## config.mk

```make
export PLATFORM = sky130hd
export DESIGN_NAME = sar_converter_sequencer
export DESIGN_NICKNAME = d
export VERILOG_FILES = /design/src/sar_seq_pkg.sv /design/src/conv_timing_if.sv /design/src/conv_prescaler.sv /design/src/trig_edge_detect.sv /design/src/sar_converter_sequencer.sv
export SDC_FILE = /design/constraint.sdc
export NUM_CORES = 1
export LEC_CHECK = 0
export BUFFER_PORTS_ARGS = -buffer_cell sky130_fd_sc_hd__buf_2
export CORE_MARGIN = 2
export CORE_UTILIZATION = 55
export DETAILED_ROUTE_END_ITERATION = 8
export GPL_TIMING_DRIVEN = 0
export MAX_ROUTING_LAYER = met4
export PLACE_DENSITY = 0.81
export SLEW_MARGIN = 20
export SYNTH_ARGS = -nofsm -noshare
export SYNTH_HDL_FRONTEND = slang
export SYNTH_SLANG_ARGS = --single-unit
```

## constraint.sdc

```tcl
create_clock -name sys_clk_i -period 10.4 [get_ports sys_clk_i]
set_input_delay 1.04 -clock sys_clk_i [delete_from_list [all_inputs] [get_ports sys_clk_i]]
set_output_delay 1.04 -clock sys_clk_i [all_outputs]
set_load 0.02 [all_outputs]
```

## src/sar_seq_pkg.sv

```systemverilog
// Purpose: Shared constants and types of the converter sequencer
// Assumes: Byte addresses on a 32-bit Avalon-MM slave
// Notes:   Times are counted in half converter clock cycles
package sar_seq_pkg;

   // ----------------------------------------------------------
   // Register offsets (byte addresses)
   // ----------------------------------------------------------
   localparam logic [4:0] OFS_CTRL_A = 5'h00; // Control a
   localparam logic [4:0] OFS_CTRL_B = 5'h04; // Control b
   localparam logic [4:0] OFS_SEL    = 5'h08; // Input selection
   localparam logic [4:0] OFS_RES_LO = 5'h0c; // Result low byte
   localparam logic [4:0] OFS_RES_HI = 5'h10; // Result high byte
   localparam logic [4:0] OFS_PWR    = 5'h14; // Power reduction

   // ----------------------------------------------------------
   // Field positions
   // ----------------------------------------------------------
   localparam int CA_ENABLE = 7; // Converter enable bit
   localparam int CA_START  = 6; // Conversion start bit
   localparam int CA_AUTO   = 5; // Auto trigger enable bit
   localparam int CA_DONE   = 4; // Done flag, write one clears
   localparam int CA_IE     = 3; // Interrupt enable
   localparam int SEL_ADJ   = 5; // Left adjust of result
   localparam int PWR_BIT   = 0; // Converter power reduce bit

   // ----------------------------------------------------------
   // Reset values
   // ----------------------------------------------------------
   localparam logic [7:0] RST_BYTE  = 8'h00; // All registers
   localparam logic [9:0] RST_RES   = 10'h000;
   localparam logic [6:0] RST_PCNT  = 7'h00;
   localparam logic [5:0] RST_HALF  = 6'h00;

   // ----------------------------------------------------------
   // Conversion timing, in half converter cycles
   // ----------------------------------------------------------
   localparam logic [5:0] HALF_FIRST  = 6'h32; // 25 cycles
   localparam logic [5:0] HALF_NORMAL = 6'h1a; // 13 cycles
   localparam logic [5:0] HALF_AUTO   = 6'h1b; // 13.5 cycles
   localparam logic [5:0] SH_FIRST    = 6'h1b; // 13.5 cycles
   localparam logic [5:0] SH_NORMAL   = 6'h03; // 1.5 cycles
   localparam logic [5:0] SH_AUTO     = 6'h04; // 2 cycles
   localparam logic [5:0] HALF_LAST   = 6'h02; // Final cycle
   localparam logic [2:0] SRC_DONE    = 3'h0;  // Own done flag

   // Sequencer states
   typedef enum logic [1:0] {
      ST_IDLE = 2'b00,
      ST_WAIT = 2'b01,
      ST_CONV = 2'b10
   } conv_state_type;

endpackage : sar_seq_pkg

```

## src/conv_timing_if.sv

```systemverilog
// Purpose: Links sequencer to prescaler and trigger detector
// Assumes: All signals on sys_clk_i except the raw trigger sources
// Notes:   No clocking block; plain nets only
`timescale 1ns/100ps
interface conv_timing_if;
   logic       clear;     // Hold prescaler in reset
   logic [2:0] div_sel;   // Prescale select field
   logic       half_tick; // Every converter clock edge
   logic       rise_tick; // Rising converter clock edge
   logic [2:0] src_sel;   // Trigger source field
   logic [7:0] sources;   // Raw trigger sources
   logic       trig_edge; // Rising edge of selected source

   modport presc (input clear, div_sel,
                  output half_tick, rise_tick);
   modport trig  (input src_sel, sources, output trig_edge);
   modport seq   (output clear, div_sel, src_sel, sources,
                  input half_tick, rise_tick, trig_edge);
endinterface : conv_timing_if

```

## src/conv_prescaler.sv

```systemverilog
// Purpose: Converter clock prescaler with edge ticks
// Assumes: Division 2 for select 0 and 1, else 2**select
// Notes:   Clear restarts at the rising converter edge
`timescale 1ns/100ps
module conv_prescaler
   import sar_seq_pkg::*;
(
   input  wire logic    sys_clk_i,
   input  wire logic    rst_i,
   conv_timing_if.presc tim
);
   // State: cycle count in half period and phase
   typedef struct packed {
      logic [6:0] cnt;   // Cycles within half period
      logic       phase; // One while converter clock low
   } presc_state_type;

   presc_state_type s_r;
   presc_state_type s_nxt;
   logic [6:0]      half_len; // Cycles per half period
   logic            wrap;     // End of a half period

   // Half period length from select
   assign half_len = (tim.div_sel == 3'h0) ? 7'h01 :
                     (7'h01 << (tim.div_sel - 3'h1));
   // Greater-or-equal so a smaller select never stalls the count
   assign wrap = (s_r.cnt >= half_len - 7'h01) & ~tim.clear;
   assign tim.half_tick = wrap;
   assign tim.rise_tick = wrap & s_r.phase;

   // Next state
   always_comb begin
      s_nxt = s_r;
      if (tim.clear) begin
         s_nxt.cnt   = RST_PCNT;
         s_nxt.phase = 1'b0;
      end else if (wrap) begin
         s_nxt.cnt   = RST_PCNT;
         s_nxt.phase = ~s_r.phase;
      end else begin
         s_nxt.cnt = s_r.cnt + 7'h01;
      end
   end

   // State register
   always_ff @(posedge sys_clk_i) begin
      if (rst_i) begin
         s_r <= '0;
      end else begin
         s_r <= s_nxt;
      end
   end
endmodule : conv_prescaler

```

## src/trig_edge_detect.sv

```systemverilog
// Purpose: Synchronise trigger sources, detect rising edge
// Assumes: Sources come from outside this clock domain
// Notes:   Two sync stages plus edge register, edge two cycles late
`timescale 1ns/100ps
module trig_edge_detect
   import sar_seq_pkg::*;
(
   input  wire logic   sys_clk_i,
   input  wire logic   rst_i,
   conv_timing_if.trig tim
);
   // State: two sync stages and previous level
   typedef struct packed {
      logic [7:0] s1;   // First stage, read by s2 only
      logic [7:0] s2;   // Second stage
      logic       prev; // Selected level last cycle
   } trig_state_type;

   trig_state_type s_r;
   trig_state_type s_nxt;

   // Edge of the selected, synchronised source
   assign tim.trig_edge = s_r.s2[tim.src_sel] & ~s_r.prev;

   // Next state
   always_comb begin
      s_nxt      = s_r;
      s_nxt.s1   = tim.sources;
      s_nxt.s2   = s_r.s1;
      s_nxt.prev = s_r.s2[tim.src_sel];
   end

   // State register
   always_ff @(posedge sys_clk_i) begin
      if (rst_i) begin
         s_r <= '0;
      end else begin
         s_r <= s_nxt;
      end
   end
endmodule : trig_edge_detect

```

## src/sar_converter_sequencer.sv

```systemverilog
// Purpose: Control and timing of a 10-bit SAR converter
// Assumes: Avalon-MM slave, analog core outside this block
// Notes:   Software and auto-trigger starts, free running
//
// Decided for this implementation: the register addresses and the Avalon-MM interface to the registers.
`timescale 1ns/100ps
module sar_converter_sequencer
   import sar_seq_pkg::*;
(
   input  wire logic        sys_clk_i,
   input  wire logic        rst_i,
   input  wire logic [4:0]  avs_address_i,
   input  wire logic        avs_read_i,
   input  wire logic        avs_write_i,
   input  wire logic [31:0] avs_writedata_i,
   input  wire logic [3:0]  avs_byteenable_i,
   output logic      [31:0] avs_readdata_o,
   output logic             avs_waitrequest_o,
   input  wire logic [7:1]  trig_src_i,
   input  wire logic [9:0]  core_result_i,
   output logic             core_enable_o,
   output logic             sample_hold_o,
   output logic             conv_active_o,
   output logic [3:0]       channel_o,
   output logic [1:0]       reference_o,
   output logic             irq_o
);
   // ----------------------------------------------------------
   // State
   // ----------------------------------------------------------
   typedef struct packed {
      logic           ack;        // Bus answer cycle
      logic [7:0]     rdata;      // Read data byte
      logic           pwr_reduce; // Converter power reduce bit
      logic           enable;     // Converter enable bit
      logic           start;      // Conversion start bit
      logic           auto_trig;  // Auto trigger enable bit
      logic           done;       // Conversion done flag
      logic           irq_en;     // Interrupt enable
      logic [2:0]     psel;       // Prescale select field
      logic [2:0]     tsrc;       // Trigger source field
      logic [1:0]     tmp_ref;    // Temporary reference select
      logic [3:0]     tmp_chan;   // Temporary channel select
      logic           left_adj;   // Left adjusted readout
      logic [1:0]     act_ref;    // Active reference select
      logic [3:0]     act_chan;   // Active channel select
      logic [9:0]     result;     // Last stored result
      logic           blocked;    // Result updates blocked
      logic           first_pend; // Next is first conversion
      conv_state_type state;      // Sequencer state
      logic [5:0]     total_h;    // Length in half cycles
      logic [5:0]     sh_h;       // Sample instant, halves
      logic [5:0]     half_cnt;   // Halves since start
      logic           sh_pulse;   // Sample-and-hold strobe
   } seq_state_type;

   seq_state_type s_r;   // Registered state
   seq_state_type s_nxt; // Next state

   conv_timing_if tim(); // Links to helper modules

   logic       en_eff;    // Enabled and powered
   logic       acc;       // First cycle of a bus request
   logic       wr_go;     // Write takes effect now
   logic       rd_go;     // Read takes effect now
   logic [5:0] hc_inc;    // Incremented half count
   logic       complete;  // Conversion ends this cycle
   logic       free_run;  // Own done flag as source
   logic       locked;    // Selection held by conversion
   logic [7:0] wbyte;     // Written byte

   // ----------------------------------------------------------
   // Helper modules
   // ----------------------------------------------------------
   conv_prescaler u_presc (
      .sys_clk_i (sys_clk_i),
      .rst_i     (rst_i),
      .tim       (tim.presc)
   );

   trig_edge_detect u_trig (
      .sys_clk_i (sys_clk_i),
      .rst_i     (rst_i),
      .tim       (tim.trig)
   );

   // ----------------------------------------------------------
   // Decode helpers
   // ----------------------------------------------------------
   // Low result byte, after adjust
   function automatic logic [7:0] res_lo(
      input logic [9:0] r, input logic adj);
      res_lo = adj ? {r[1:0], 6'h00} : r[7:0];
   endfunction : res_lo

   // High result byte, after adjust
   function automatic logic [7:0] res_hi(
      input logic [9:0] r, input logic adj);
      res_hi = adj ? r[9:2] : {6'h00, r[9:8]};
   endfunction : res_hi

   assign en_eff   = s_r.enable & ~s_r.pwr_reduce;
   assign acc      = (avs_read_i | avs_write_i) & ~s_r.ack;
   assign wr_go    = s_r.ack & avs_write_i
                     & avs_byteenable_i[0];
   assign rd_go    = s_r.ack & avs_read_i;
   assign wbyte    = avs_writedata_i[7:0];
   assign hc_inc   = s_r.half_cnt + 6'h01;
   assign free_run = s_r.auto_trig & (s_r.tsrc == SRC_DONE);
   assign complete = (s_r.state == ST_CONV) & tim.half_tick
                     & (hc_inc == s_r.total_h);
   // lock until the final converter cycle
   assign locked   = (s_r.state == ST_CONV)
                     & (s_r.half_cnt < s_r.total_h - HALF_LAST);

   // Prescaler and trigger wiring
   assign tim.div_sel = s_r.psel;
   assign tim.src_sel = s_r.tsrc;
   assign tim.sources = {trig_src_i, 1'b0};
   assign tim.clear   = ~en_eff
                        | ((s_r.state == ST_IDLE) & s_r.auto_trig
                           & ~s_r.start & tim.trig_edge
                           & (s_r.tsrc != SRC_DONE));

   // ----------------------------------------------------------
   // Bus answer and outputs
   // ----------------------------------------------------------
   // One wait cycle on every access
   assign avs_waitrequest_o = (avs_read_i | avs_write_i)
                              & ~s_r.ack;
   assign avs_readdata_o    = {24'h00_0000, s_r.rdata};
   assign core_enable_o     = en_eff;
   assign sample_hold_o     = s_r.sh_pulse;
   assign conv_active_o     = (s_r.state == ST_CONV);
   assign channel_o         = s_r.act_chan;
   assign reference_o       = s_r.act_ref;
   assign irq_o             = s_r.done & s_r.irq_en;

   // ----------------------------------------------------------
   // Next state
   // ----------------------------------------------------------
   always_comb begin
      s_nxt          = s_r;
      s_nxt.ack      = acc;
      s_nxt.sh_pulse = 1'b0;

      // Read data captured on the first cycle
      if (acc && avs_read_i) begin
         case (avs_address_i)
            OFS_CTRL_A: s_nxt.rdata = {s_r.enable, s_r.start,
               s_r.auto_trig, s_r.done, s_r.irq_en, s_r.psel};
            OFS_CTRL_B: s_nxt.rdata = {5'h00, s_r.tsrc};
            OFS_SEL:    s_nxt.rdata = {s_r.tmp_ref,
               s_r.left_adj, 1'b0, s_r.tmp_chan};
            OFS_RES_LO: s_nxt.rdata = res_lo(s_r.result,
                                             s_r.left_adj);
            OFS_RES_HI: s_nxt.rdata = res_hi(s_r.result,
                                             s_r.left_adj);
            OFS_PWR:    s_nxt.rdata = {7'h00, s_r.pwr_reduce};
            default:    s_nxt.rdata = RST_BYTE;
         endcase
      end

      // low byte read blocks, high unblocks
      if (rd_go && avs_address_i == OFS_RES_LO) begin
         s_nxt.blocked = 1'b1;
      end else if (rd_go && avs_address_i == OFS_RES_HI) begin
         s_nxt.blocked = 1'b0;
      end

      // Register writes
      if (wr_go) begin
         case (avs_address_i)
            OFS_CTRL_A: begin
               s_nxt.enable    = wbyte[CA_ENABLE];
               s_nxt.auto_trig = wbyte[CA_AUTO];
               s_nxt.irq_en    = wbyte[CA_IE];
               s_nxt.psel      = wbyte[2:0];
               if (wbyte[CA_START] && en_eff) begin
                  s_nxt.start = 1'b1;
               end
               // Write one clears the flag
               if (wbyte[CA_DONE]) begin
                  s_nxt.done = 1'b0;
               end
            end
            OFS_CTRL_B: s_nxt.tsrc = wbyte[2:0];
            OFS_SEL: begin
               s_nxt.tmp_ref  = wbyte[7:6];
               s_nxt.left_adj = wbyte[SEL_ADJ];
               s_nxt.tmp_chan = wbyte[3:0];
            end
            OFS_PWR: s_nxt.pwr_reduce = wbyte[PWR_BIT];
            default: ;
         endcase
      end

      if (en_eff && !locked) begin
         s_nxt.act_ref  = s_r.tmp_ref;
         s_nxt.act_chan = s_r.tmp_chan;
      end

      // Sequencer
      case (s_r.state)
         ST_IDLE: begin
            if (s_r.start) begin
               s_nxt.state = ST_WAIT;
            end else if (tim.clear && en_eff) begin
               s_nxt.state    = ST_CONV;
               s_nxt.start    = 1'b1;
               s_nxt.half_cnt = RST_HALF;
               s_nxt.total_h  = s_r.first_pend ? HALF_FIRST
                                               : HALF_AUTO;
               s_nxt.sh_h     = s_r.first_pend ? SH_FIRST
                                               : SH_AUTO;
               s_nxt.first_pend = 1'b0;
            end
         end
         ST_WAIT: begin
            if (tim.rise_tick) begin
               s_nxt.state    = ST_CONV;
               s_nxt.half_cnt = RST_HALF;
               s_nxt.total_h  = s_r.first_pend ? HALF_FIRST
                                               : HALF_NORMAL;
               s_nxt.sh_h     = s_r.first_pend ? SH_FIRST
                                               : SH_NORMAL;
               s_nxt.first_pend = 1'b0;
            end
         end
         ST_CONV: begin
            if (tim.half_tick) begin
               s_nxt.half_cnt = hc_inc;
               if (hc_inc == s_r.sh_h) begin
                  s_nxt.sh_pulse = 1'b1;
               end
            end
            if (complete) begin
               if (!s_r.blocked) begin
                  s_nxt.result = core_result_i;
               end
               if (free_run) begin
                  s_nxt.half_cnt = RST_HALF;
                  s_nxt.total_h  = HALF_NORMAL;
                  s_nxt.sh_h     = SH_NORMAL;
               end else begin
                  s_nxt.start = 1'b0;
                  s_nxt.state = ST_IDLE;
               end
            end
         end
         default: s_nxt.state = ST_IDLE;
      endcase

      // Disabled converter aborts and rearms first timing
      if (!en_eff) begin
         s_nxt.state      = ST_IDLE;
         s_nxt.start      = 1'b0;
         s_nxt.first_pend = 1'b1;
      end

      // flag set wins over a clear
      if (complete) begin
         s_nxt.done = 1'b1;
      end
   end

   // ----------------------------------------------------------
   // State register
   // ----------------------------------------------------------
   always_ff @(posedge sys_clk_i) begin
      if (rst_i) begin
         s_r            <= '0;
         s_r.first_pend <= 1'b1;
         s_r.state      <= ST_IDLE;
      end else begin
         s_r <= s_nxt;
      end
   end

   // ----------------------------------------------------------
   // Assertions
   // ----------------------------------------------------------
   property p_busy_start;
      @(posedge sys_clk_i) disable iff (rst_i)
      s_r.state == ST_CONV |-> s_r.start;
   endproperty
   a_busy_start: assert property (p_busy_start)
      else $error("start bit low during conversion");

   property p_done_set;
      @(posedge sys_clk_i) disable iff (rst_i)
      complete |=> s_r.done;
   endproperty
   a_done_set: assert property (p_done_set)
      else $error("done flag not set at completion");

   property p_single_clear;
      @(posedge sys_clk_i) disable iff (rst_i)
      complete && !free_run && en_eff
      |=> !s_r.start && s_r.state == ST_IDLE;
   endproperty
   a_single_clear: assert property (p_single_clear)
      else $error("start bit not cleared at completion");

   property p_free_run;
      @(posedge sys_clk_i) disable iff (rst_i)
      complete && free_run && en_eff
      |=> s_r.state == ST_CONV && s_r.half_cnt == 6'h00;
   endproperty
   a_free_run: assert property (p_free_run)
      else $error("free running did not restart");

   property p_lock;
      @(posedge sys_clk_i) disable iff (rst_i)
      locked ##1 locked |-> $stable(s_r.act_chan);
   endproperty
   a_lock: assert property (p_lock)
      else $error("channel changed during conversion");

   property p_presc_hold;
      @(posedge sys_clk_i) disable iff (rst_i)
      !en_eff |-> !tim.half_tick ##1 s_r.state == ST_IDLE;
   endproperty
   a_presc_hold: assert property (p_presc_hold)
      else $error("prescaler ran while disabled");

   property p_rise_start;
      @(posedge sys_clk_i) disable iff (rst_i)
      s_r.state == ST_WAIT && tim.rise_tick && en_eff
      |=> s_r.state == ST_CONV;
   endproperty
   a_rise_start: assert property (p_rise_start)
      else $error("no start on rising converter edge");

   property p_edge_ignore;
      @(posedge sys_clk_i) disable iff (rst_i)
      s_r.state == ST_CONV && tim.trig_edge && !complete
      && en_eff |=> s_r.half_cnt == $past(s_r.half_cnt)
      || s_r.half_cnt == $past(hc_inc);
   endproperty
   a_edge_ignore: assert property (p_edge_ignore)
      else $error("busy trigger edge restarted conversion");

   property p_first_len;
      @(posedge sys_clk_i) disable iff (rst_i)
      s_r.state == ST_WAIT && tim.rise_tick && en_eff
      && s_r.first_pend |=> s_r.total_h == 6'h32
      && s_r.sh_h == 6'h1b;
   endproperty
   a_first_len: assert property (p_first_len)
      else $error("first conversion timing wrong");

   property p_blocked;
      @(posedge sys_clk_i) disable iff (rst_i)
      complete && s_r.blocked |=> $stable(s_r.result);
   endproperty
   a_blocked: assert property (p_blocked)
      else $error("result updated while blocked");

   property p_sel_off;
      @(posedge sys_clk_i) disable iff (rst_i)
      !en_eff |=> $stable(s_r.act_chan) && $stable(s_r.act_ref);
   endproperty
   a_sel_off: assert property (p_sel_off)
      else $error("selection applied while disabled");

   c_free_run: cover property (@(posedge sys_clk_i)
      disable iff (rst_i) complete && free_run);
   c_auto: cover property (@(posedge sys_clk_i)
      disable iff (rst_i)
      s_r.state == ST_IDLE ##1 s_r.total_h == 6'h1b
      && s_r.state == ST_CONV);
   c_lost: cover property (@(posedge sys_clk_i)
      disable iff (rst_i) complete && s_r.blocked);

endmodule : sar_converter_sequencer

```

-- Word level (Yosys, flattened, before mapping)
Cells that the tools add are included.
- div/mod/pow operators: 0
- shift operators: 1
- bitwise gates (word level): 29
- equal/unequal tests: 16
- reductions and logical operators: 32
- multipliers: 0
- add/sub/neg operators: 5
- $lt $le $gt $ge: 3
- muxes and demuxes: 37
- operators with widths (cell ; count):
    case mux 18 bit (3 select lines) ; 1
    case mux 8 bit (6 select lines) ; 1
    2-to-1 mux 21 bit ; 2
    2-to-1 mux 18 bit ; 2
    2-to-1 mux 7 bit ; 4
    2-to-1 mux 20 bit ; 1
    AND 1 bit ; 17
    2-to-1 mux 17 bit ; 1
    2-to-1 mux 8 bit ; 2
    == test 6 bit ; 2
    2-to-1 mux 1 bit ; 12
    2-to-1 mux 6 bit ; 2
    AND reduction 4 bit ; 3
    == test 5 x 4 -> 1 bit, second input constant ; 2
    == test 5 bit, second input constant ; 2
    2-to-1 mux 5 bit ; 2
    NOT 1 bit ; 10
    nonzero test 2 bit ; 5
    AND reduction 2 bit ; 4
    adder 7 x 1 -> 7 bit, second input constant ; 1
    >= comparator 7 bit ; 1
    << shifter 1 x 3 -> 7 bit, first input constant ; 1
    subtractor 7 x 1 -> 7 bit, second input constant ; 1
    adder 6 x 1 -> 6 bit, second input constant ; 1
    other kinds (26) ; 43
- input port bits: 62
- memory bits (read-only): 0
- latch bits: 0
- output and inout bits: 43
- memory bits (writable): 0
- memories: 0
- register bits after elaboration: 92

-- Logic depth before layout (Yosys ltp)
Gate-level depths: netlist (run 1).
- word-level depth: 12
- gate-level depth with buffers: 16
- mapped depth without buffers: 14

-- Hierarchy
From an unflattened synthesis (run 1), not the netlist that was laid out.
- cells, all modules: 539
- area total of the unflattened synthesis: 4768.3 um^2
- modules (own cells, without submodules) (module ; times used ; area each (um^2) ; sequential area each (um^2) ; cells each):
    sar_converter_sequencer ; 1 ; 3654.8 ; 1201.2 ; 423
    conv_prescaler ; 1 ; 581.8 ; 160.2 ; 70
    trig_edge_detect ; 1 ; 531.8 ; 340.3 ; 46

-- Worst setup path before layout (run 1)
No wires, ideal clock.
- kind: reg2reg
- start: register s_r, in the netlist tim.div_sel[1]
- end: register s_r[13] in the netlist's numbering
- library setup time: 123 ps
- stages on the path, launching flop included: 15
- arrival time: 3397 ps
- data required time: 10277 ps
- buffers on the path: 2
- clock period less this slack: 3520 ps
- path slack: 6880 ps
- cells stage by stage: dfxtp_1 -> clkbuf_1 -> or2_2 -> ha_1 -> nor3b_1 -> a21oi_1 -> o21a_1 -> ha_1 -> nand3_1 -> o31a_1 -> or3_1 -> buf_2 -> or3_4 -> a21oi_4 -> mux2_1
- longest elaborated chain between the ends: 10
- ends and longest elaborated chain (element ; RTL line ; source):
    start: declaration ; sar_converter_sequencer.sv:57 ; seq_state_type s_r;
    start signal: assignment ; sar_converter_sequencer.sv:276 ; s_r <= s_nxt;
    subtractor 3 x 1 -> 3 bit ; conv_prescaler.sv:25 ; (7'h01 << (tim.div_sel - 3'h1));
    << shifter 1 x 3 -> 7 bit ; conv_prescaler.sv:25 ;
    2-to-1 mux 7 bit (*) ; conv_prescaler.sv:24 ; assign half_len = (tim.div_sel == 3'h0) ? 7'h01 :
    subtractor 7 x 1 -> 7 bit (*) ; conv_prescaler.sv:27 ; assign wrap = (s_r.cnt >= half_len - 7'h01) & ~tim.clear;
    >= comparator 7 bit (*) ; conv_prescaler.sv:27 ;
    AND 1 bit (*) ; conv_prescaler.sv:27 ;
    AND 1 bit ; sar_converter_sequencer.sv:110 ; assign complete = (s_r.state == ST_CONV) & tim.half_tick
    AND 1 bit ; sar_converter_sequencer.sv:111 ; & (hc_inc == s_r.total_h);
    != test 2 x 1 -> 1 bit (no source line) ; -- ;
    AND reduction 6 bit (no source line) (*) ; -- ;
Mark *: on every way between the ends. The rest lies on a longest branch, timed or not.
A chain may end at the register's enable or synchronous reset.

-- Worst setup path in the final report (run 1)
Ends and elaborated chain as after synthesis.

==> flow_metrics.tcl, run 1 <==
set metrics [dict create \
    hpwl_mm 7.84 \
    path_clk_slew_ns 0.09 \
    postRouteAntennaNets 0 \
    insertedDiodeCount 0 \
    worstPathArrival_ns 4.17 \
    htreeDepth 3 \
    yosysMostFrequentCell "dfxtp_1" \
    synthTopCellsByArea "dfxtp_1 36%, ha_1 6.3%, buf_4 6.3%" \
    crit_type "flip-flop to flip-flop" \
    synth_compound_area_share_pct 14.1 \
    maxSlewViolCount 0 \
    postCtsHoldBufs 0 \
    peakVddDrop_mv 0.0906 \
    cap_violations 0 \
    initial_core_util_pct 56.1 \
    tightest_slew_ns 0.898 \
    yosysUniqueCellTypes 63 \
    finalCritPeriodShare_pct 37.7 \
    hold_violations 0 \
    synth_top_family_by_area "simple AND/OR/NAND/NOR gates" \
    muxShareOfSynthArea_pct 6.97 \
    drive_above_1_share_pct 20.3 \
    fp.dieArea_mm2 0.00903 \
    synth_edf_count 0 \
    grt_pass1_vias 3485 \
    post_drt_via_cell_ratio 5.50 \
    relSlewSlack_pct 39.7 \
    drt_iter0_drc 252 \
    gr-max-usage-layer "met2" \
    synth_top_cells_by_count "83 x dfxtp_1, 52 x nand2_1, 46 x nor2_1" \
    design.core.area_mm2 0.00813 \
    synth-seq-cells 83 \
    drc 0 \
    numPortBuffers 52 \
    clockBufferDepth 2 \
    antenna_found_initial 0 \
    setup_viol 0 \
    synth_cells 531 \
    p_leak_nw 2.17 \
    fmax_ghz 0.255 \
    syn2layout_area_growth_pct 15.8 \
    pre_cts_ws_ns 6.59 \
    dieHeight_um 95.1 \
    grtUsageMet2_pct 38.3 \
    die_x_um 95.1 \
    avgSynthCellArea_um2 8.59 \
    yosys.area.top_type "dfxtp_1" \
    netlist.area_leader.share_pct 36.4 \
    period_needed_ns 3.92 \
    seq_area_frac_synth_pct 36.4 \
    tns_ns 0 \
    worst_slack_ns 6.48 \
    grt_setup_unrepaired "false" \
    critPathMaxFanout 9 \
    ys_warn_count 0 \
    routedWlPerCell_um 14.5 \
    clock_skew_ns 0.0103 \
    gp_congestion 0.918 \
    grtUsageMet1_pct 32.7 \
    vias 3997 \
    hold_path.class "flip-flop to flip-flop" \
    powerDensity_mw_per_mm2 120 \
    firstDrtPassIters 5 \
    required_ns 10.65 \
    fill_cells 710 \
    synthAdderAreaFrac_pct 6.31 \
    layout.nets 702 \
    gr-total-overflow 0 \
    placementRows 33 \
    grt_util_met3_pct 3.72 \
    routed_wl_mm 10.6 \
    groute.usage.overall_pct 24.7 \
    grt_pass1_wl_mm 17.0 \
    synthArstFlopShare_pct 0 \
    ios 105 \
    cts_resized 0 \
    syn_area_mm2 0.00456 \
    grt_max_degree 17 \
    ctsRootBufferMaster "clkbuf_8" \
    crit_path_end_kind "flip-flop" \
    cts_inserted_buffers 9 \
    postCtsSetupBuffers 0 \
    insertion_delay_ns 0.37 \
    synth_xor_xnor_area_share_pct 3.46 \
    run_status "finished clean" \
    cts_tree "done" \
    synth_ff_type "dfxtp_1" \
    cts_sinks 83 \
    yosys.area_share.simple_pct 22.8 \
    critical_path.startpoint_type "flip-flop" \
]
layout make-up:
| type | count | area [µm²] | share of cell area (%) |
|---|---|---|---|
| repair buffers | 52 | 260 | 4.93 |
| clock inverters | 7 | 105 | 1.99 |
| clock buffers | 9 | 124 | 2.35 |
| plain buffers | 66 | 408 | 7.73 |
| inverters | 11 | 41.3 | 0.782 |
| flip-flops and latches | 83 | 1660 | 31.5 |
| multi-input cells | 394 | 2550 | 48.2 |
| well taps | 105 | 131 | 2.49 |
metrics by stage:
stage          std cells  area, µm²  utilization, %  hold slack, ns  power, mW
3_3_place_gp         711       5040            61.9           0.420      0.367
5_1_grt              727       5280            64.9           0.466      0.653
2_1_floorplan        554       4650               -           0.414      0.355
6_report             727       5280            64.9           0.439      0.633
4_1_cts              727       5280            64.9           0.442      0.634
3_5_place_dp         711       5050            62.1           0.420      0.368
sequential cells by signal (all words and copies together), names as in the netlist:
| name | flops |
|---|---|
| u_trig.s_nxt | 7 |
| channel_o | 4 |
| sample_hold_o | 1 |
| tim.div_sel | 3 |
| u_trig.s_r | 8 |
| tim.src_sel | 3 |
| u_presc.s_r | 8 |
| reference_o | 2 |
| s_r | 39 |
| avs_readdata_o | 8 |
path summary, 6_finish.rpt:
path                   start       endpoint  slack (ns)  cells past startpoint
max           tim.div_sel[1]        s_r[13]        6.48                     14
min          u_trig.s_nxt[8]  u_trig.s_r[8]        0.44                      1
max reg2reg   tim.div_sel[1]        s_r[13]        6.48                     14
min reg2reg  u_trig.s_nxt[8]  u_trig.s_r[8]        0.44                      1
critical path, cell delays in order (launching register included):
cell      delay (ns)
dfxtp_1         0.31
clkbuf_1        0.19
or2_2           0.34
ha_1            0.23
nor3b_1         0.19
a21oi_1         0.08
o21a_1          0.20
ha_1            0.28
nand3_1         0.09
o31a_1          0.37
or3_1           0.32
buf_2           0.17
or3_4           0.43
a21oi_4         0.26
mux2_1          0.35
power by group:
| part | switching (mW) | internal [mW] | total, mW |
|---|---|---|---|
| logic | 0.0246 | 0.0153 | 0.0399 |
| registers | 0.000963 | 0.320 | 0.321 |
| clock network | 0.132 | 0.139 | 0.271 |
placed cells by master (no fill, tap or decap), types with 3 or more instances in the layout:
cell | Yosys | routed
or2_2 | 3 | 3
o21a_1 | 8 | 8
inv_1 | 11 | 11
o21ai_0 | 10 | 10
a21oi_1 | 28 | 28
clkbuf_8 | 0 | 9
buf_4 | 38 | 38
buf_2 | 2 | 54
a22o_1 | 3 | 3
xor2_1 | 8 | 8
nand2_1 | 52 | 52
dfxtp_1 | 83 | 83
mux2_2 | 3 | 3
a222oi_1 | 5 | 5
nand2b_1 | 7 | 7
ha_1 | 23 | 23
clkbuf_1 | 23 | 23
nand3_1 | 31 | 31
or3_1 | 4 | 4
conb_1 | 1 | 24
inv_6 | 0 | 3
nor2_1 | 46 | 46
mux2i_1 | 25 | 25
nor4_1 | 3 | 3
nor3_1 | 14 | 14
nor2b_1 | 21 | 21
and3_1 | 10 | 10
a32oi_1 | 3 | 3
xnor2_1 | 10 | 10
a22oi_1 | 9 | 9
per-layer routing:
layer | part of all wire [%] | vias to the layer above
met5 | 0 | -
met2 | 47 | 171
met1 | 43 | 1838
met3 | 7.9 | 16
li1 | - | 1972
met4 | 1.5 | 0
logic make-up after synthesis:
| kind of cell | count (synthesis) |
|---|---|
| simple gates | 209 |
| compound gates | 90 |
| flops | 83 |
| buf+inv | 77 |
| mux | 30 |
| fa+ha+maj | 23 |
| xor+xnor | 18 |
| other cells | 1 |
Note: power is estimated with default switching activity, not from simulation.
==> run 2: changes to the inputs <==
- CORE_UTILIZATION: 55 -> 49
- PLACE_DENSITY: 0.81 -> 0.76
- clock period: 10.4 -> 3.3 ns (I/O delays scaled with it)
==> flow_metrics.tcl, run 2 (synthesized netlist as in run 1, its figures left out) <==
set metrics [dict create \
    hold_violations 0 \
    r2r_cells 12 \
    p_sw_mw 0.495 \
    worst_slack_ns 0.0380 \
    routedWlPerCell_um 15.2 \
    cts_inserted_buffers 9 \
    grt_max_degree 16 \
    fill_cells 806 \
    path_clk_slew_ns 0.09 \
    p_leak_nw 2.23 \
    crit_type "flip-flop to flip-flop" \
    postCtsHoldBufs 0 \
    period_needed_ns 3.26 \
    cap_violations 0 \
    gp_congestion 0.930 \
    antenna_found_initial 0 \
    p_clk_share_pct 40.3 \
    critical_path.startpoint_type "flip-flop" \
    critPathMaxStageDelay_ns 0.42 \
    maxSlewViolCount 0 \
    peakVddDrop_mv 0.221 \
    tightest_slew_ns 0.929 \
    setup_viol 0 \
    gr-total-overflow 0 \
    cts_sinks 83 \
    dieHeight_um 100 \
    internal-power_mw 1.41 \
    drc 0 \
    worstPathArrival_ns 3.53 \
    design.core.area_mm2 0.00915 \
    seq_power_share_pct 53.0 \
    hp-start "trig_src_i[7]" \
    syn2layout_area_growth_pct 18.9 \
    crit_chain "or2_4 -> ha_4 -> nor3b_2 -> a21oi_1 -> o21a_1 -> ha_4 -> nand3_2 -> o31a_1 -> or3_4 -> or3_4 -> o2111a_1 -> mux2_4" \
    critPathSlowestCell "or3_4" \
    die_x_um 100 \
    numPortBuffers 52 \
    clock_skew_ns 0.0125 \
    relSlewSlack_pct 38.0 \
    rr_startpoint "tim.div_sel[2]" \
    critPathMaxFanout 7 \
    placementRows 35 \
    initial_core_util_pct 49.8 \
    routed_wl_mm 11.3 \
    hpwl_mm 8.26 \
    powerDensity_mw_per_mm2 352 \
    combPwrFrac_pct 6.7 \
    groute.usage.overall_pct 23.5 \
    ios 105 \
    layout.nets 712 \
    required_ns 3.56 \
    hold_end "u_trig.s_nxt[8]" \
    crit_path_end_kind "flip-flop" \
    fp.dieArea_mm2 0.0101 \
    fmax_ghz 0.307 \
    insertion_delay_ns 0.38 \
    holdPathStages 2 \
    postRouteAntennaNets 0 \
    final_common_cell "dfxtp_1" \
    run_status "finished clean" \
    grt_pass1_wl_mm 18.3 \
    drt_iter0_drc 261 \
    firstDrtPassIters 5 \
    place_inst 717 \
    layout.cells.non_filler 743 \
    drive_above_1_share_pct 23.4 \
    largest-register "s_r" \
    htreeDepth 3 \
    grt_pass1_vias 3841 \
    whs_ns 0.166 \
    reg2reg_setup_slack_ns 0.04 \
    vias 4110 \
    hold_path.class "primary input to flip-flop" \
    cts_tree "done" \
    finalCritPeriodShare_pct 98.8 \
    timing.rr.end "s_r[1]" \
    pre_cts_ws_ns -0.201 \
    post_drt_via_cell_ratio 5.53 \
    ctsRootBufferMaster "clkbuf_8" \
    largest_reg_flops 39 \
    grt_setup_unrepaired "true" \
    insertedDiodeCount 0 \
    clockBufferDepth 2 \
    switching_share_pct 26.0 \
    layout_common_cells "80 x dfxtp_1, 52 x nand2_1, 52 x buf_2" \
]
==> run 2: layout make-up <==
class	instances	area [µm²]	area share [%]
Clock buffer	9	124	2.29
Tap cell	111	139	2.56
Sequential cell	83	1670	30.8
Buffer	64	402	7.41
Multi-Input combinational cell	394	2620	48.3
Inverter	11	41.3	0.762
Clock inverter	7	76.3	1.41
Timing Repair Buffer	64	350	6.47
==> run 2: timing repair <==
action	in CTS	in global routing
resized for setup	7	7
setup endpoints to repair	21	21
cloned	0	0
pin swaps	10	8
hold endpoints to repair	0	0
setup buffers	11	1
==> run 2: power groups by stage <==
stage | Combinational, mW | Sequential, mW | Clock, mW
finish | 0.127 | 1.01 | 0.769
detailed placement | 0.125 | 1.04 | 0
CTS | 0.126 | 1.01 | 0.775
global route | 0.139 | 1.01 | 0.815
floorplan | 0.0826 | 1.04 | 0
global placement | 0.121 | 1.04 | 0
==> run 2: worst max-delay path by stage <==
stage | startpoint | end | slack (ns) | depth (start not counted)
after detailed placement | tim.div_sel[1] | s_r[13] | -0.20 | 14
after global routing | tim.div_sel[2] | s_r[1] | -0.05 | 12
final | tim.div_sel[2] | s_r[1] | 0.04 | 12
after global placement | tim.div_sel[1] | s_r[13] | -0.14 | 14
after floorplan | tim.div_sel[1] | s_r[13] | 0.04 | 14
after CTS | tim.div_sel[1] | s_r[1] | -0.05 | 12
==> run 2: metal layers <==
metal  wire length (µm)  part of all wire (%)  GRT usage [%]  vias up
li1                   -                     -              -     1995
met3                730                   6.5           5.41       34
met1               4770                    42           28.9     1922
met2               5490                    49           38.6      159
met4                303                   2.7           7.17        0
met5                  0                     0              -        -
==> run 2: through the flow <==
| stage | util [%] | power (mW) | area [µm²] | TNS, ns |
|---|---|---|---|---|
| floorplan | - | 1.12 | 4680 | 0 |
| global placement | 55.5 | 1.16 | 5080 | -0.291 |
| detailed placement | 55.6 | 1.16 | 5090 | -1.90 |
| CTS | 58.8 | 1.91 | 5380 | -0.0643 |
| global route | 59.2 | 1.97 | 5420 | -0.202 |
| finish | 59.2 | 1.91 | 5420 | 0 |
==> run 2: worst max-delay path: cells and delay by family (launching register included) <==
kind,cells,cell delay [ns]
and+or+nand+nor,5,1.25
AOI/OAI and AO/OA,4,0.82
adders and majority gates,2,0.44
DFF,1,0.37
muxes,1,0.26
==> run 3: changes to the inputs <==
- CORE_UTILIZATION: 49 -> 45
- PLACE_DENSITY: 0.76 -> 0.71
==> flow_metrics.tcl, run 3 (synthesized netlist as in run 1, its figures left out) <==
set metrics [dict create \
    powerDensity_mw_per_mm2 348 \
    hold_violations 0 \
    path_clk_slew_ns 0.10 \
    vias 4031 \
    crit_type "flip-flop to flip-flop" \
    largest_reg_flops 39 \
    required_ns 3.56 \
    whs_ns 0.170 \
    hold_path.class "primary input to flip-flop" \
    finalCritPeriodShare_pct 98.3 \
    postCtsHoldBufs 0 \
    p_leak_nw 2.21 \
    holdPathStages 2 \
    firstDrtPassIters 5 \
    r2r_cells 12 \
    grt_pass1_vias 3788 \
    hpwl_mm 8.10 \
    layout.nets 709 \
    die_x_um 105 \
    layout_common_cells "81 x dfxtp_1, 52 x nand2_1, 52 x buf_2" \
    rr_startpoint "tim.div_sel[1]" \
    setup_viol 0 \
    hold_end "u_trig.s_nxt[5]" \
    dpl_cell_area_mm2 0.00512 \
    period_needed_ns 3.24 \
    ctsRootBufferMaster "clkbuf_8" \
    drc 0 \
    final_area_mm2 0.00540 \
    postRouteAntennaNets 0 \
    routedWlPerCell_um 14.2 \
    drive_above_1_share_pct 22.4 \
    groute.usage.overall_pct 20.7 \
    insertion_delay_ns 0.37 \
    timing.rr.end "s_r[1]" \
    cap_violations 0 \
    antenna_found_initial 0 \
    critPathMaxFanout 4 \
    design.core.area_mm2 0.00982 \
    cts_sinks 83 \
    insertedDiodeCount 0 \
    htreeDepth 3 \
    relSlewSlack_pct 42.2 \
    clockBufferDepth 2 \
    crit_path_end_kind "flip-flop" \
    critical_path.startpoint_type "flip-flop" \
    gr-total-overflow 0 \
    cts_tree "done" \
    post_drt_via_cell_ratio 5.29 \
    hp-start "trig_src_i[4]" \
    tightest_slew_ns 0.867 \
    grt_pass1_wl_mm 18.1 \
    cts_inserted_buffers 9 \
    grt_setup_unrepaired "true" \
    drt_iter0_drc 295 \
    gp_congestion 0.880 \
    dieHeight_um 105 \
    fmax_ghz 0.308 \
    largest-register "s_r" \
    run_status "finished clean" \
    routed_wl_mm 10.8 \
    numPortBuffers 52 \
    fp.dieArea_mm2 0.0110 \
    final_common_cell "dfxtp_1" \
    ios 105 \
    syn2layout_area_growth_pct 18.5 \
    peakVddDrop_mv 0.212 \
    grt_max_degree 19 \
    initial_core_util_pct 46.4 \
    worstPathArrival_ns 3.50 \
    maxSlewViolCount 0 \
    reg2reg_setup_slack_ns 0.06 \
    clock_skew_ns 0.0115 \
    placementRows 36 \
]
run 3: power by group:
part | switching, mW | total, mW | internal [mW]
logic | 0.0768 | 0.125 | 0.0487
registers | 0.00307 | 1.01 | 1.01
clock network | 0.440 | 0.741 | 0.301
run 3: layout make-up:
class | instances | area, µm²
repair buffers | 61 | 332
clock inverters | 7 | 76.3
flip-flops and latches | 83 | 1670
plain buffers | 64 | 402
clock buffers | 9 | 124
fillers | 913 | 4420
well taps | 133 | 166
inverters | 11 | 41.3
multi-input cells | 394 | 2590
run 3: what timing repair did:
action / 4_1_cts / 5_1_grt
endpoints found under the setup margin: 21 / 23
setup buffers: 8 / 1
resized for setup: 8 / 3
endpoints found under the hold margin: 0 / 0
pin swaps: 8 / 7
run 3: through the flow:
step                      instances  utilization [%]  TNS [ns]  total power [mW]  setup WS, ns
after floorplan                 554                -         0              1.12        0.0399
after global placement          739             52.0    -0.482              1.16        -0.134
after detailed placement        739             52.1     -1.49              1.16        -0.208
after CTS                       762             54.9    -0.307              1.89        -0.107
after global routing            762             55.0   -0.0437              1.95       -0.0418
final                           762             55.0         0              1.88        0.0576
run 3: how the worst max path moves through the flow:
| stage | start | to | slack (ns) | cells after the start |
|---|---|---|---|---|
| 3_5_place_dp | tim.div_sel[1] | s_r[13] | -0.21 | 14 |
| 4_1_cts | tim.div_sel[1] | s_r[1] | -0.11 | 13 |
| 6_report | tim.div_sel[1] | s_r[1] | 0.06 | 12 |
| 5_1_grt | tim.div_sel[1] | s_r[1] | -0.04 | 12 |
| 3_3_place_gp | tim.div_sel[1] | s_r[13] | -0.13 | 14 |
| 2_1_floorplan | tim.div_sel[1] | s_r[13] | 0.04 | 14 |
run 3: worst max-delay path, stage by stage (launching register included):
cell and delay, ns:
dfxtp_4 0.36, or2_4 0.26, ha_4 0.16, nor3b_2 0.16
a21oi_1 0.06, o21a_1 0.17, ha_1 0.27, nand3_1 0.07
o31a_1 0.29, or3_4 0.37, or3_4 0.41, o2111a_1 0.29
mux2_4 0.26
run 3: routing by layer:
layer | global-route usage [%] | up-vias | share of wire (%)
met2 | 34.5 | 151 | 48
met4 | 5.62 | 0 | 1.4
met1 | 25.8 | 1871 | 44
li1 | - | 1991 | -
met3 | 3.81 | 18 | 6.9
met5 | - | - | 0
